File: config.mk
export PLATFORM = sky130hd
export DESIGN_NAME = ssc_sar_ctrl
export DESIGN_NICKNAME = d
export VERILOG_FILES = /design/src/ssc_placeholder_none.sv /design/src/ssc_pkg.sv /design/src/ssc_fifo_if.sv /design/src/ssc_fifo2.sv /design/src/ssc_sar_ctrl.sv
export SDC_FILE = /design/constraint.sdc
export NUM_CORES = 1
export LEC_CHECK = 0
export BUFFER_PORTS_ARGS = -buffer_cell sky130_fd_sc_hd__buf_2
export CAP_MARGIN = 30
export CORE_ASPECT_RATIO = 1.4
export CORE_MARGIN = 4
export CORE_UTILIZATION = 61
export CTS_CLUSTER_SIZE = 24
export DETAILED_ROUTE_END_ITERATION = 7
export PLACE_DENSITY = 0.8
export RECOVER_POWER = 25
export SLEW_MARGIN = 10
export SYNTH_ARGS = -nofsm -noshare
export SYNTH_HDL_FRONTEND = slang
export SYNTH_SLANG_ARGS = --single-unit
export TNS_END_PERCENT = 5
File: constraint.sdc
create_clock -name clock_in -period 3.25 [get_ports clock_in]
set_input_delay 0.4875 -clock clock_in [delete_from_list [all_inputs] [get_ports clock_in]]
set_output_delay 0.4875 -clock clock_in [all_outputs]
set_load 0.05 [all_outputs]
File: src/ssc_placeholder_none.sv
`timescale 1ns/10ps
`default_nettype none
`default_nettype wire

File: src/ssc_pkg.sv
`default_nettype none
package ssc_pkg;

   localparam int NUM_CH         = 4;
   localparam int CH_SEL_BITS    = 2;
   localparam int RES_BITS       = 18;
   localparam int SPAN_BITS      = 3;
   localparam int SPAN_WORD_BITS = NUM_CH * SPAN_BITS;
   localparam int CH_ID_BITS     = 3;
   localparam int FRAME_BITS     = RES_BITS + CH_ID_BITS + SPAN_BITS;
   localparam int FRAME_CNT_BITS = 5;
   localparam int FIFO_DEPTH     = 2;
   localparam int BIT_IDX_BITS   = 5;
   localparam int LANE_CNT_BITS  = 3;
   localparam int LANE_CODE_BITS = 2;

   localparam logic [CH_SEL_BITS-1:0]    LAST_CH       = 2'h3;
   localparam logic [SPAN_BITS-1:0]      SPAN_DISABLED = 3'h0;
   localparam int                        SPAN_BIP_BIT  = 1;
   localparam logic [RES_BITS-1:0]       CODE_ZERO     = 18'h00000;
   localparam logic [RES_BITS-1:0]       CODE_MSB      = 18'h20000;
   localparam logic [BIT_IDX_BITS-1:0]   BIT_MSB       = 5'h11;
   localparam logic [BIT_IDX_BITS-1:0]   BIT_LSB       = 5'h00;
   localparam logic [LANE_CNT_BITS-1:0]  LANE_ONE      = 3'h1;
   localparam logic [FRAME_CNT_BITS-1:0] FRAME_LEN     = 5'h18;

   // Comparator and charge redistribution DAC settling time per trial bit.
   localparam int CLK_PERIOD_NS   = 5;
   localparam int SETTLE_NS       = 20;
   localparam int SETTLE_CYC      =
      (SETTLE_NS + CLK_PERIOD_NS - 1) / CLK_PERIOD_NS;
   localparam int SETTLE_CNT_BITS = 3;
   localparam logic [SETTLE_CNT_BITS-1:0] SETTLE_LOAD =
      SETTLE_CNT_BITS'(SETTLE_CYC - 1);

   // Bit positions inside the pin synchroniser vector.
   localparam int SYNC_BITS  = 6;
   localparam int SI_START   = 0;
   localparam int SI_COMP    = 1;
   localparam int SI_SCLK    = 2;
   localparam int SI_LVDS    = 3;
   localparam int SI_LANE_LO = 4;

   typedef enum logic [6:0] {
      ST_IDLE   = 7'h01,
      ST_SELECT = 7'h02,
      ST_TRIAL  = 7'h04,
      ST_DECIDE = 7'h08,
      ST_STORE  = 7'h10,
      ST_NEXT   = 7'h20,
      ST_UNLOAD = 7'h40
   } ssc_state_t;

endpackage : ssc_pkg
`default_nettype wire

File: src/ssc_fifo_if.sv
`timescale 1ns/10ps
`default_nettype none
interface ssc_fifo_if;
   logic                           push_valid;
   logic                           push_ready;
   logic [ssc_pkg::FRAME_BITS-1:0] push_data;
   logic                           pop_valid;
   logic                           pop_ready;
   logic [ssc_pkg::FRAME_BITS-1:0] pop_data;

   modport fifo (
      input  push_valid,
      input  push_data,
      input  pop_ready,
      output push_ready,
      output pop_valid,
      output pop_data
   );

   modport user (
      output push_valid,
      output push_data,
      output pop_ready,
      input  push_ready,
      input  pop_valid,
      input  pop_data
   );
endinterface : ssc_fifo_if
`default_nettype wire

File: src/ssc_fifo2.sv
`timescale 1ns/10ps
`default_nettype none
module ssc_fifo2 #(
   parameter int WIDTH = ssc_pkg::FRAME_BITS,
   parameter int DEPTH = ssc_pkg::FIFO_DEPTH
) (
   input wire logic clock_in,
   input wire logic sys_rst_in,
   ssc_fifo_if.fifo port_if
);
   localparam int AW = (DEPTH > 1) ? $clog2(DEPTH) : 1;
   localparam logic [AW-1:0] PTR_LAST = AW'(DEPTH - 1);
   localparam logic [AW:0]   CNT_FULL = (AW + 1)'(DEPTH);
   localparam logic [AW:0]   CNT_ONE  = (AW + 1)'(1);

   logic [WIDTH-1:0] mem [DEPTH];
   logic [AW-1:0]    wr_ptr;
   logic [AW-1:0]    rd_ptr;
   logic [AW:0]      count;
   logic [WIDTH-1:0] rd_data;
   logic             do_push;
   logic             do_pop;

   assign port_if.push_ready = (count != CNT_FULL);
   assign port_if.pop_valid  = (count != '0);
   assign port_if.pop_data   = rd_data;
   assign do_push = port_if.push_valid && port_if.push_ready;
   assign do_pop  = port_if.pop_valid && port_if.pop_ready;

   always_ff @(posedge clock_in)
   begin
      if (do_push)
      begin
         mem[wr_ptr] <= port_if.push_data;
      end
   end

   // Read data come from a register that follows the head entry.
   always_ff @(posedge clock_in)
   begin
      if (sys_rst_in)
      begin
         rd_data <= '0;
      end
      else if (do_pop || count == '0)
      begin
         if (do_push && (count == '0 || (count == CNT_ONE && do_pop)))
         begin
            rd_data <= port_if.push_data;
         end
         else
         begin
            rd_data <= mem[(rd_ptr == PTR_LAST) ? '0 : rd_ptr + 1'b1];
         end
      end
   end

   always_ff @(posedge clock_in)
   begin
      if (sys_rst_in)
      begin
         wr_ptr <= '0;
         rd_ptr <= '0;
         count  <= '0;
      end
      else
      begin
         if (do_push)
         begin
            wr_ptr <= (wr_ptr == PTR_LAST) ? '0 : wr_ptr + 1'b1;
         end
         if (do_pop)
         begin
            rd_ptr <= (rd_ptr == PTR_LAST) ? '0 : rd_ptr + 1'b1;
         end
         if (do_push && !do_pop)
         begin
            count <= count + CNT_ONE;
         end
         else if (do_pop && !do_push)
         begin
            count <= count - CNT_ONE;
         end
      end
   end

   property p_fifo_bound;
      @(posedge clock_in) disable iff (sys_rst_in)
      count <= CNT_FULL;
   endproperty
   a_fifo_bound: assert property (p_fifo_bound)
      else $error("fifo holds more words than its depth");

endmodule : ssc_fifo2
`default_nettype wire

File: src/ssc_sar_ctrl.sv
`timescale 1ns/10ps
`default_nettype none
// Functional notes
// RQ1: start edge holds all channels together
// RQ2: released channels track their input buffer
// RQ3: one held channel on the DAC
// RQ4: binary search from half to LSB
// RQ5: results leave only after all channels
// RQ6: each result spans eighteen bit codes
// RQ7: span per channel, latched each conversion
// RQ8: disabled channels skipped, result zero
// RQ9: bipolar two's complement, unipolar straight
// RQ10: codes 7,6,3,2 are bipolar spans
// RQ11: pin chooses CMOS lanes or LVDS
// RQ12: CMOS output uses one to four lanes
// RQ13: nap and power-down when idle
// RQ14: held sample cleared after its conversion
// RQ15: host packs four span codes, twelve bits
// RQ16: codes 5,4,1 are unipolar spans
// RQ17: start edges during conversion are ignored
module ssc_sar_ctrl (
   input  wire logic                                clock_in,
   input  wire logic                                sys_rst_in,
   input  wire logic                                conversion_start_pin_in,
   input  wire logic                                comparator_in,
   input  wire logic [ssc_pkg::SPAN_WORD_BITS-1:0]  span_config_in,
   input  wire logic                                lvds_mode_in,
   input  wire logic [ssc_pkg::LANE_CODE_BITS-1:0]  lane_count_in,
   input  wire logic                                serial_clock_in,
   input  wire logic                                nap_in,
   input  wire logic                                power_down_in,
   output logic      [ssc_pkg::NUM_CH-1:0]          hold_out,
   output logic      [ssc_pkg::NUM_CH-1:0]          sample_clear_out,
   output logic      [ssc_pkg::NUM_CH-1:0]          dac_connect_out,
   output logic      [ssc_pkg::RES_BITS-1:0]        dac_code_out,
   output logic                                     busy_out,
   output logic                                     results_ready_out,
   output logic      [ssc_pkg::NUM_CH-1:0]          serial_data_out,
   output logic                                     lvds_data_p_out,
   output logic                                     lvds_data_n_out,
   output logic                                     frame_active_out,
   output logic                                     nap_active_out,
   output logic                                     power_down_active_out
);
   ssc_pkg::ssc_state_t                     state;
   logic [ssc_pkg::SYNC_BITS-1:0]           sync1;
   logic [ssc_pkg::SYNC_BITS-1:0]           sync2;
   logic                                    start_prev;
   logic                                    sclk_prev;
   logic                                    start_edge;
   logic                                    sclk_fall;
   logic                                    accept;
   logic [ssc_pkg::CH_SEL_BITS-1:0]         ch;
   logic [ssc_pkg::BIT_IDX_BITS-1:0]        bit_idx;
   logic [ssc_pkg::SETTLE_CNT_BITS-1:0]     settle_cnt;
   logic [ssc_pkg::SPAN_BITS-1:0]           span_lat [ssc_pkg::NUM_CH];
   logic [ssc_pkg::SPAN_BITS-1:0]           next_span [ssc_pkg::NUM_CH];
   logic [ssc_pkg::RES_BITS-1:0]            result [ssc_pkg::NUM_CH];
   logic [ssc_pkg::RES_BITS-1:0]            next_result [ssc_pkg::NUM_CH];
   logic [ssc_pkg::NUM_CH-1:0]              next_hold;
   logic [ssc_pkg::NUM_CH-1:0]              next_clear;
   logic [ssc_pkg::SPAN_BITS-1:0]           cur_span;
   logic                                    cur_dis;
   logic                                    cur_bip;
   logic [ssc_pkg::RES_BITS-1:0]            formatted;
   logic [ssc_pkg::FRAME_BITS-1:0]          shift_reg;
   logic [ssc_pkg::FRAME_CNT_BITS-1:0]      bits_left;
   logic [ssc_pkg::LANE_CNT_BITS-1:0]       lanes_lat;
   logic                                    lvds_lat;
   logic                                    loaded;
   logic [ssc_pkg::NUM_CH-1:0]              next_lane;

   ssc_fifo_if fifo_bus ();

   ssc_fifo2 u_fifo (
      .clock_in   (clock_in),
      .sys_rst_in (sys_rst_in),
      .port_if    (fifo_bus.fifo)
   );

   // Pins from outside the clock domain pass two flip-flops first.
   always_ff @(posedge clock_in)
   begin
      if (sys_rst_in)
      begin
         sync1      <= '0;
         sync2      <= '0;
         start_prev <= 1'b0;
         sclk_prev  <= 1'b0;
      end
      else
      begin
         sync1      <= {lane_count_in, lvds_mode_in, serial_clock_in,
                        comparator_in, conversion_start_pin_in};
         sync2      <= sync1;
         start_prev <= sync2[ssc_pkg::SI_START];
         sclk_prev  <= sync2[ssc_pkg::SI_SCLK];
      end
   end

   assign start_edge = sync2[ssc_pkg::SI_START] && !start_prev;
   assign sclk_fall  = sclk_prev && !sync2[ssc_pkg::SI_SCLK];
   assign accept     = (state == ssc_pkg::ST_IDLE) && start_edge
                       && !power_down_active_out; // RQ17 RQ13

   assign cur_span = span_lat[ch];
   assign cur_dis  = (cur_span == ssc_pkg::SPAN_DISABLED); // RQ8
   assign cur_bip  = cur_span[ssc_pkg::SPAN_BIP_BIT]; // RQ10 RQ16
   // Bipolar codes flip the MSB of the offset-binary search result.
   assign formatted = cur_dis ? ssc_pkg::CODE_ZERO
                    : cur_bip ? {~dac_code_out[ssc_pkg::RES_BITS-1],
                                 dac_code_out[ssc_pkg::RES_BITS-2:0]} // RQ9
                    : dac_code_out; // RQ16

   generate
      for (genvar g = 0; g < ssc_pkg::NUM_CH; g++)
      begin : g_chan
         logic done_here;
         assign done_here = (ch == ssc_pkg::CH_SEL_BITS'(g))
                            && (((state == ssc_pkg::ST_SELECT) && cur_dis)
                                || (state == ssc_pkg::ST_STORE));
         // Each channel's span code comes from its own field.
         assign next_span[g] = accept
            ? span_config_in[g*ssc_pkg::SPAN_BITS +: ssc_pkg::SPAN_BITS]
            : span_lat[g]; // RQ7 RQ15
         assign next_hold[g] = accept ? 1'b1 // RQ1
                             : done_here ? 1'b0 // RQ2
                             : hold_out[g];
         assign next_clear[g]  = done_here; // RQ14
         assign next_result[g] = done_here ? formatted : result[g];
      end
   endgenerate

   always_ff @(posedge clock_in)
   begin
      if (sys_rst_in)
      begin
         hold_out         <= '0;
         sample_clear_out <= '0;
         for (int i = 0; i < ssc_pkg::NUM_CH; i++)
         begin
            span_lat[i] <= ssc_pkg::SPAN_DISABLED;
            result[i]   <= ssc_pkg::CODE_ZERO;
         end
      end
      else
      begin
         hold_out         <= next_hold;
         sample_clear_out <= next_clear;
         span_lat         <= next_span;
         result           <= next_result;
      end
   end

   always_ff @(posedge clock_in)
   begin
      if (sys_rst_in)
      begin
         state <= ssc_pkg::ST_IDLE;
      end
      else
      begin
         case (state)
            ssc_pkg::ST_IDLE:
               if (accept)
               begin
                  state <= ssc_pkg::ST_SELECT;
               end
            ssc_pkg::ST_SELECT:
               state <= cur_dis ? ssc_pkg::ST_NEXT : ssc_pkg::ST_TRIAL;
            ssc_pkg::ST_TRIAL:
               if (settle_cnt == '0)
               begin
                  state <= ssc_pkg::ST_DECIDE;
               end
            ssc_pkg::ST_DECIDE:
               state <= (bit_idx == ssc_pkg::BIT_LSB)
                        ? ssc_pkg::ST_STORE : ssc_pkg::ST_TRIAL;
            ssc_pkg::ST_STORE:
               state <= ssc_pkg::ST_NEXT;
            ssc_pkg::ST_NEXT:
               state <= (ch == ssc_pkg::LAST_CH)
                        ? ssc_pkg::ST_UNLOAD : ssc_pkg::ST_SELECT; // RQ5
            ssc_pkg::ST_UNLOAD:
               if (fifo_bus.push_ready && ch == ssc_pkg::LAST_CH)
               begin
                  state <= ssc_pkg::ST_IDLE;
               end
            default:
               state <= ssc_pkg::ST_IDLE;
         endcase
      end
   end

   always_ff @(posedge clock_in)
   begin
      if (sys_rst_in)
      begin
         ch <= '0;
      end
      else if (accept)
      begin
         ch <= '0;
      end
      else if ((state == ssc_pkg::ST_NEXT)
               || (state == ssc_pkg::ST_UNLOAD && fifo_bus.push_ready))
      begin
         ch <= ch + 1'b1; // RQ3
      end
   end

   // Successive approximation: one trial bit per settle window.
   always_ff @(posedge clock_in)
   begin
      if (sys_rst_in)
      begin
         dac_connect_out <= '0;
         dac_code_out    <= ssc_pkg::CODE_ZERO;
         bit_idx         <= ssc_pkg::BIT_MSB;
         settle_cnt      <= ssc_pkg::SETTLE_LOAD;
      end
      else
      begin
         case (state)
            ssc_pkg::ST_SELECT:
               if (!cur_dis)
               begin
                  dac_connect_out <= ssc_pkg::NUM_CH'(1) << ch; // RQ3
                  dac_code_out    <= ssc_pkg::CODE_MSB; // RQ4 RQ6
                  bit_idx         <= ssc_pkg::BIT_MSB;
                  settle_cnt      <= ssc_pkg::SETTLE_LOAD;
               end
            ssc_pkg::ST_TRIAL:
               if (settle_cnt != '0)
               begin
                  settle_cnt <= settle_cnt - 1'b1;
               end
            ssc_pkg::ST_DECIDE:
            begin
               dac_code_out[bit_idx] <= sync2[ssc_pkg::SI_COMP]; // RQ4
               if (bit_idx != ssc_pkg::BIT_LSB)
               begin
                  dac_code_out[bit_idx - 1'b1] <= 1'b1;
                  bit_idx    <= bit_idx - 1'b1;
                  settle_cnt <= ssc_pkg::SETTLE_LOAD;
               end
            end
            ssc_pkg::ST_STORE:
               dac_connect_out <= '0;
            default:
               dac_connect_out <= dac_connect_out;
         endcase
      end
   end

   always_ff @(posedge clock_in)
   begin
      if (sys_rst_in)
      begin
         busy_out              <= 1'b0;
         results_ready_out     <= 1'b0;
         nap_active_out        <= 1'b0;
         power_down_active_out <= 1'b0;
      end
      else
      begin
         busy_out          <= (state != ssc_pkg::ST_IDLE) || accept;
         results_ready_out <= (state == ssc_pkg::ST_NEXT)
                              && (ch == ssc_pkg::LAST_CH); // RQ5
         nap_active_out    <= nap_in && (state == ssc_pkg::ST_IDLE)
                              && !accept; // RQ13
         power_down_active_out <= power_down_in
                                  && (state == ssc_pkg::ST_IDLE)
                                  && !accept; // RQ13
      end
   end

   assign fifo_bus.push_valid = (state == ssc_pkg::ST_UNLOAD); // RQ5
   assign fifo_bus.push_data  = {result[ch], ssc_pkg::CH_ID_BITS'(ch),
                                 span_lat[ch]};
   assign fifo_bus.pop_ready  = !loaded;

   generate
      for (genvar k = 0; k < ssc_pkg::NUM_CH; k++)
      begin : g_lane
         assign next_lane[k] = !lvds_lat
            && (ssc_pkg::LANE_CNT_BITS'(k) < lanes_lat)
            && shift_reg[ssc_pkg::FRAME_BITS-1-k]; // RQ12
      end
   endgenerate

   // Serial shifter; each falling serial clock edge moves one bit per lane.
   always_ff @(posedge clock_in)
   begin
      if (sys_rst_in)
      begin
         shift_reg        <= '0;
         bits_left        <= '0;
         lanes_lat        <= ssc_pkg::LANE_ONE;
         lvds_lat         <= 1'b0;
         loaded           <= 1'b0;
         serial_data_out  <= '0;
         lvds_data_p_out  <= 1'b0;
         lvds_data_n_out  <= 1'b1;
         frame_active_out <= 1'b0;
      end
      else
      begin
         frame_active_out <= loaded;
         if (fifo_bus.pop_valid && !loaded)
         begin
            shift_reg <= fifo_bus.pop_data;
            bits_left <= ssc_pkg::FRAME_LEN;
            loaded    <= 1'b1;
            lvds_lat  <= sync2[ssc_pkg::SI_LVDS]; // RQ11
            lanes_lat <= sync2[ssc_pkg::SI_LVDS] ? ssc_pkg::LANE_ONE
               : {1'b0, sync2[ssc_pkg::SI_LANE_LO +: 2]}
                 + ssc_pkg::LANE_ONE; // RQ12
         end
         else if (loaded && sclk_fall)
         begin
            serial_data_out <= next_lane;
            lvds_data_p_out <= lvds_lat && shift_reg[ssc_pkg::FRAME_BITS-1];
            lvds_data_n_out <= !(lvds_lat
                                 && shift_reg[ssc_pkg::FRAME_BITS-1]);
            shift_reg <= shift_reg << lanes_lat;
            bits_left <= bits_left - lanes_lat;
            if (bits_left == ssc_pkg::FRAME_CNT_BITS'(lanes_lat))
            begin
               loaded <= 1'b0;
            end
         end
      end
   end

   property p_hold_all;
      @(posedge clock_in) disable iff (sys_rst_in)
      accept |=> (hold_out == '1) ##1 (state == ssc_pkg::ST_TRIAL
                                      || state == ssc_pkg::ST_NEXT);
   endproperty
   a_hold_all: assert property (p_hold_all) // RQ1
      else $error("channels not held together on start");

   property p_one_channel;
      @(posedge clock_in) disable iff (sys_rst_in)
      $onehot0(dac_connect_out);
   endproperty
   a_one_channel: assert property (p_one_channel) // RQ3
      else $error("more than one channel on the DAC");

   property p_msb_trial;
      @(posedge clock_in) disable iff (sys_rst_in)
      (state == ssc_pkg::ST_SELECT && !cur_dis)
      |=> (dac_code_out == ssc_pkg::CODE_MSB) && $onehot(dac_connect_out);
   endproperty
   a_msb_trial: assert property (p_msb_trial) // RQ4
      else $error("search did not begin at half scale");

   property p_settle;
      @(posedge clock_in) disable iff (sys_rst_in)
      (state == ssc_pkg::ST_SELECT && !cur_dis)
      |=> (state == ssc_pkg::ST_TRIAL) [*4] ##1 (state == ssc_pkg::ST_DECIDE);
   endproperty
   a_settle: assert property (p_settle) // RQ4
      else $error("trial bit did not settle four cycles");

   property p_ready_after_all;
      @(posedge clock_in) disable iff (sys_rst_in)
      fifo_bus.push_valid |-> (hold_out == '0) && (dac_connect_out == '0);
   endproperty
   a_ready_after_all: assert property (p_ready_after_all) // RQ5
      else $error("result sent while a channel is still held");

   property p_skip_disabled;
      @(posedge clock_in) disable iff (sys_rst_in)
      (state == ssc_pkg::ST_SELECT && cur_dis)
      |=> (state == ssc_pkg::ST_NEXT) && (dac_connect_out == '0)
          && (result[$past(ch)] == ssc_pkg::CODE_ZERO);
   endproperty
   a_skip_disabled: assert property (p_skip_disabled) // RQ8
      else $error("disabled channel was converted");

   property p_bipolar_fmt;
      @(posedge clock_in) disable iff (sys_rst_in)
      (state == ssc_pkg::ST_STORE && cur_bip && !cur_dis)
      |=> result[$past(ch)][ssc_pkg::RES_BITS-1]
          == !$past(dac_code_out[ssc_pkg::RES_BITS-1]);
   endproperty
   a_bipolar_fmt: assert property (p_bipolar_fmt) // RQ9
      else $error("bipolar result not in two's complement");

   property p_clear;
      @(posedge clock_in) disable iff (sys_rst_in)
      (state == ssc_pkg::ST_STORE)
      |=> $onehot(sample_clear_out) && ((sample_clear_out & hold_out) == '0);
   endproperty
   a_clear: assert property (p_clear) // RQ14
      else $error("held sample not cleared after conversion");

   property p_ignore_busy;
      @(posedge clock_in) disable iff (sys_rst_in)
      (state != ssc_pkg::ST_IDLE && start_edge)
      |=> ($stable(ch) || $past(state) == ssc_pkg::ST_NEXT
           || $past(state) == ssc_pkg::ST_UNLOAD)
          && (state != ssc_pkg::ST_SELECT || $past(state) == ssc_pkg::ST_NEXT);
   endproperty
   a_ignore_busy: assert property (p_ignore_busy) // RQ17
      else $error("start edge restarted a running conversion");

endmodule : ssc_sar_ctrl
`default_nettype wire
==> out/qor.txt <==
WP data arrival - 3.34 ns
total CTS buffers - 24
DRC Markers - 0
MaxCap Viol Count - 2
Inserted Diodes - 0
CTS Buffer Depth - 3
worst setup margin - 0.3009 ns
EDFF count, synth - 46
vias - 9002
area grow syn2layout - 10.28%
Syn Nets - 1224
register area - 5727 sq um
latest clock arrival within the worst-skew pair - 0.52 ns
worst-margin pin slew - 1.618 ns
clock root buffer - clkbuf_16
core area - 19140 sq um
pre-CTS WS - 0.3183 ns
IO Count - 63
std cell rows - 60
clock-pin slew on the worst setup and hold paths - 0.06 ns
Setup crit start kind - register
Cells after Synth - 1183
fill count - 1502
iteration-0 DRC count of the detailed router - 697
initial antenna violation count - 0
multi-input logic area - 5693 sq um
Final GP Congestion - 0.9509
max reg flops - 72
final WL - 26790 um
PostCTS Resize Cnt - 0
fin crit period - 2.949 ns
Fin Setup TNS - 0 ns
synth warn - 0
Die ar. - 21770 sq um
pwr dens - 606.8 nW/um^2
Initial Util - 0.6195
# setup viols final - 0
vias per cell - 6.103
DR WL/cell - 18.16 um
violated checks - max-capacitance violations, max-slew violations
CP Class - register to register
Die H - 173.0 um
ratio of cells with drive above 1 in the final layout - 0.1157
Fin. Hold Viols - 0
RSZ-0062 raised after global routing - false
worst hold margin - 0.1760 ns
CTS Hold Buffers Added - 0
CP Cell Sequence - mux4_2 -> or3_4 -> o21ai_4 -> nand2_1 -> buf_4 -> mux2i_1
Rel. slew slack - -0.07860
Post-Syn Area - 11860 sq um
postcts setup bufs - 0
max incr delay on CP - 0.60 ns
leakage - 5.099 nW
hold crit path type - primary input to register
Top FF cell, synth - dfxtp_1
# port buffers - 62
Pre-Repair DR Iteration Count - 6
Congestion Overflow GR - 0
synth top area cells - dfxtp_1 (37%), edfxtp_1 (12%), mux2i_1 (9.9%), mux4_2 (7.6%), nand2_1 (6.2%)
Synth top area share - 0.3663
H-Tree Depth - 1
global-route usage over all layers - 0.2407
Syn Area/Cell - 10.02 sq um
Synth area leader - dfxtp_1
Worst path slowest cell - mux4_2
Worst setup EP type - register
Final #Nets - 1250
Synth cell types - 66
largest net degree at the start of global routing - 75
period utilisation layout - 0.9074
routing usage on met3 - 0.02905
vias in the first global route - 9148
Crit Path Max Fanout - 21
first-pass GRT wire length - 44480 um
Slew Viols, Final - 46
met1 GRT Util - 0.2863
CTS tree - yes
status - complete, but fails checks
post-route ant nets - 0
WP data required - 3.64 ns
Fmax - 339.1 MHz
busiest layer in global routing - met2
flip-flop and latch count after synthesis - 263
met2 usage - 0.4415
Post-synth ARST share - 0
delay-heaviest family, CP - simple AND/OR/NAND/NOR gates
sequential share of the synthesized area - 0.4828
Buf/Inv on CP - 1
Final Skew - 0.01989 ns
Sink Count - 263
HPWL after DPL - 18000 um
Max rail drop VDD - 379.8 uV
Die X - 125.8 um
## through the flow
step | utilization | total power [W] | instance area [sq um] | instances
floorplan | - | 0.004773 | 11860 | 1183
global placement | 0.6438 | 0.005080 | 12320 | 1430
detailed placement | 0.6438 | 0.005115 | 12320 | 1430
CTS | 0.6864 | 0.007961 | 13140 | 1474
global route | 0.6831 | 0.008258 | 13080 | 1475
finish | 0.6831 | 0.007935 | 13080 | 1475
## worst register-to-register path, cell delays in order, from the launching register on
cell and delay [ns]:
dfxtp_2 0.45, mux4_2 0.61, or3_4 0.55, o21ai_4 0.28, nand2_1 0.43, buf_4 0.37
mux2i_1 0.14
## path summary, 6_finish.rpt
kind                                   start         end  slack [ns]  depth (start not counted)
worst max-delay path                   ch[0]  result[32]        0.30                          6
worst min-delay path            lvds_mode_in    sync1[3]        0.18                          2
worst min register to register      sync1[5]    sync2[5]        0.43                          1
worst max register to register         ch[0]  result[32]        0.30                          6
## power breakdown
| part | total (W) | internal [W] | switching, W |
|---|---|---|---|
| Combinational | 0.00139 | 0.000543 | 0.000848 |
| Sequential | 0.00366 | 0.00350 | 0.000164 |
| Clock | 0.00288 | 0.00168 | 0.00120 |
## metal layers
metal | part of all wire | wire [um] | vias up
met5 | 0 | 0 | -
met2 | 0.53 | 14100 | 274
met4 | 0.034 | 904 | 0
met1 | 0.39 | 10540 | 4349
li1 | - | - | 4302
met3 | 0.046 | 1242 | 77
## layout by cell type, fill, tap and decap left out, types with 23 or more instances in the layout
cell type / n
mux2i_1: 117
o22ai_1: 36
nor2_1: 58
nand3_1: 30
dfxtp_1: 216
o21ai_0: 55
edfxtp_1: 46
clkbuf_16: 26
a21oi_1: 70
nand2_1: 196
nor2b_1: 23
mux4_2: 40
clkbuf_1: 53
## cell families (layout without fill, tap and decap cells)
group / count (synthesis) / after routing / synth area share
DFF: 263 / 263 / 0.4828
xor gates and xnor gates: 12 / 12 / 0.008863
buffers and inverters: 110 / 154 / 0.03788
AOI/OAI and AO/OA: 232 / 232 / 0.1233
muxes: 158 / 158 / 0.1757
adders and majority gates: 19 / 19 / 0.02068
and+or+nand+nor: 389 / 389 / 0.1508
## synthesized netlist by cell type, drive strengths merged, types with 4 or more instances
cell type    n
dfxtp      217
nand2      196
mux2i      117
a21oi       70
clkbuf      60
nor2        58
o21ai       56
edfxtp      46
mux4        40
o22ai       36
nand3       30
buf         28
nor2b       24
inv         21
nor3        19
ha          18
a22o        13
and3        10
o211ai      10
a31o         9
and2         8
nand2b       8
or3          7
xnor2        7
nor3b        6
a211oi       5
xor2         5
nand4        4
nor4b        4
or2          4
## final cells by class
| class | instances | share of cell area |
|---|---|---|
| Multi-Input combinational cell | 810 | 0.4353 |
| Sequential cell | 263 | 0.4379 |
| Timing Repair Buffer | 88 | 0.03425 |
| Clock inverter | 5 | 0.004305 |
| Tap cell | 248 | 0.02373 |
| Inverter | 22 | 0.006410 |
| Clock buffer | 39 | 0.05808 |
No activity file was read; power rests on OpenSTA's default activity.
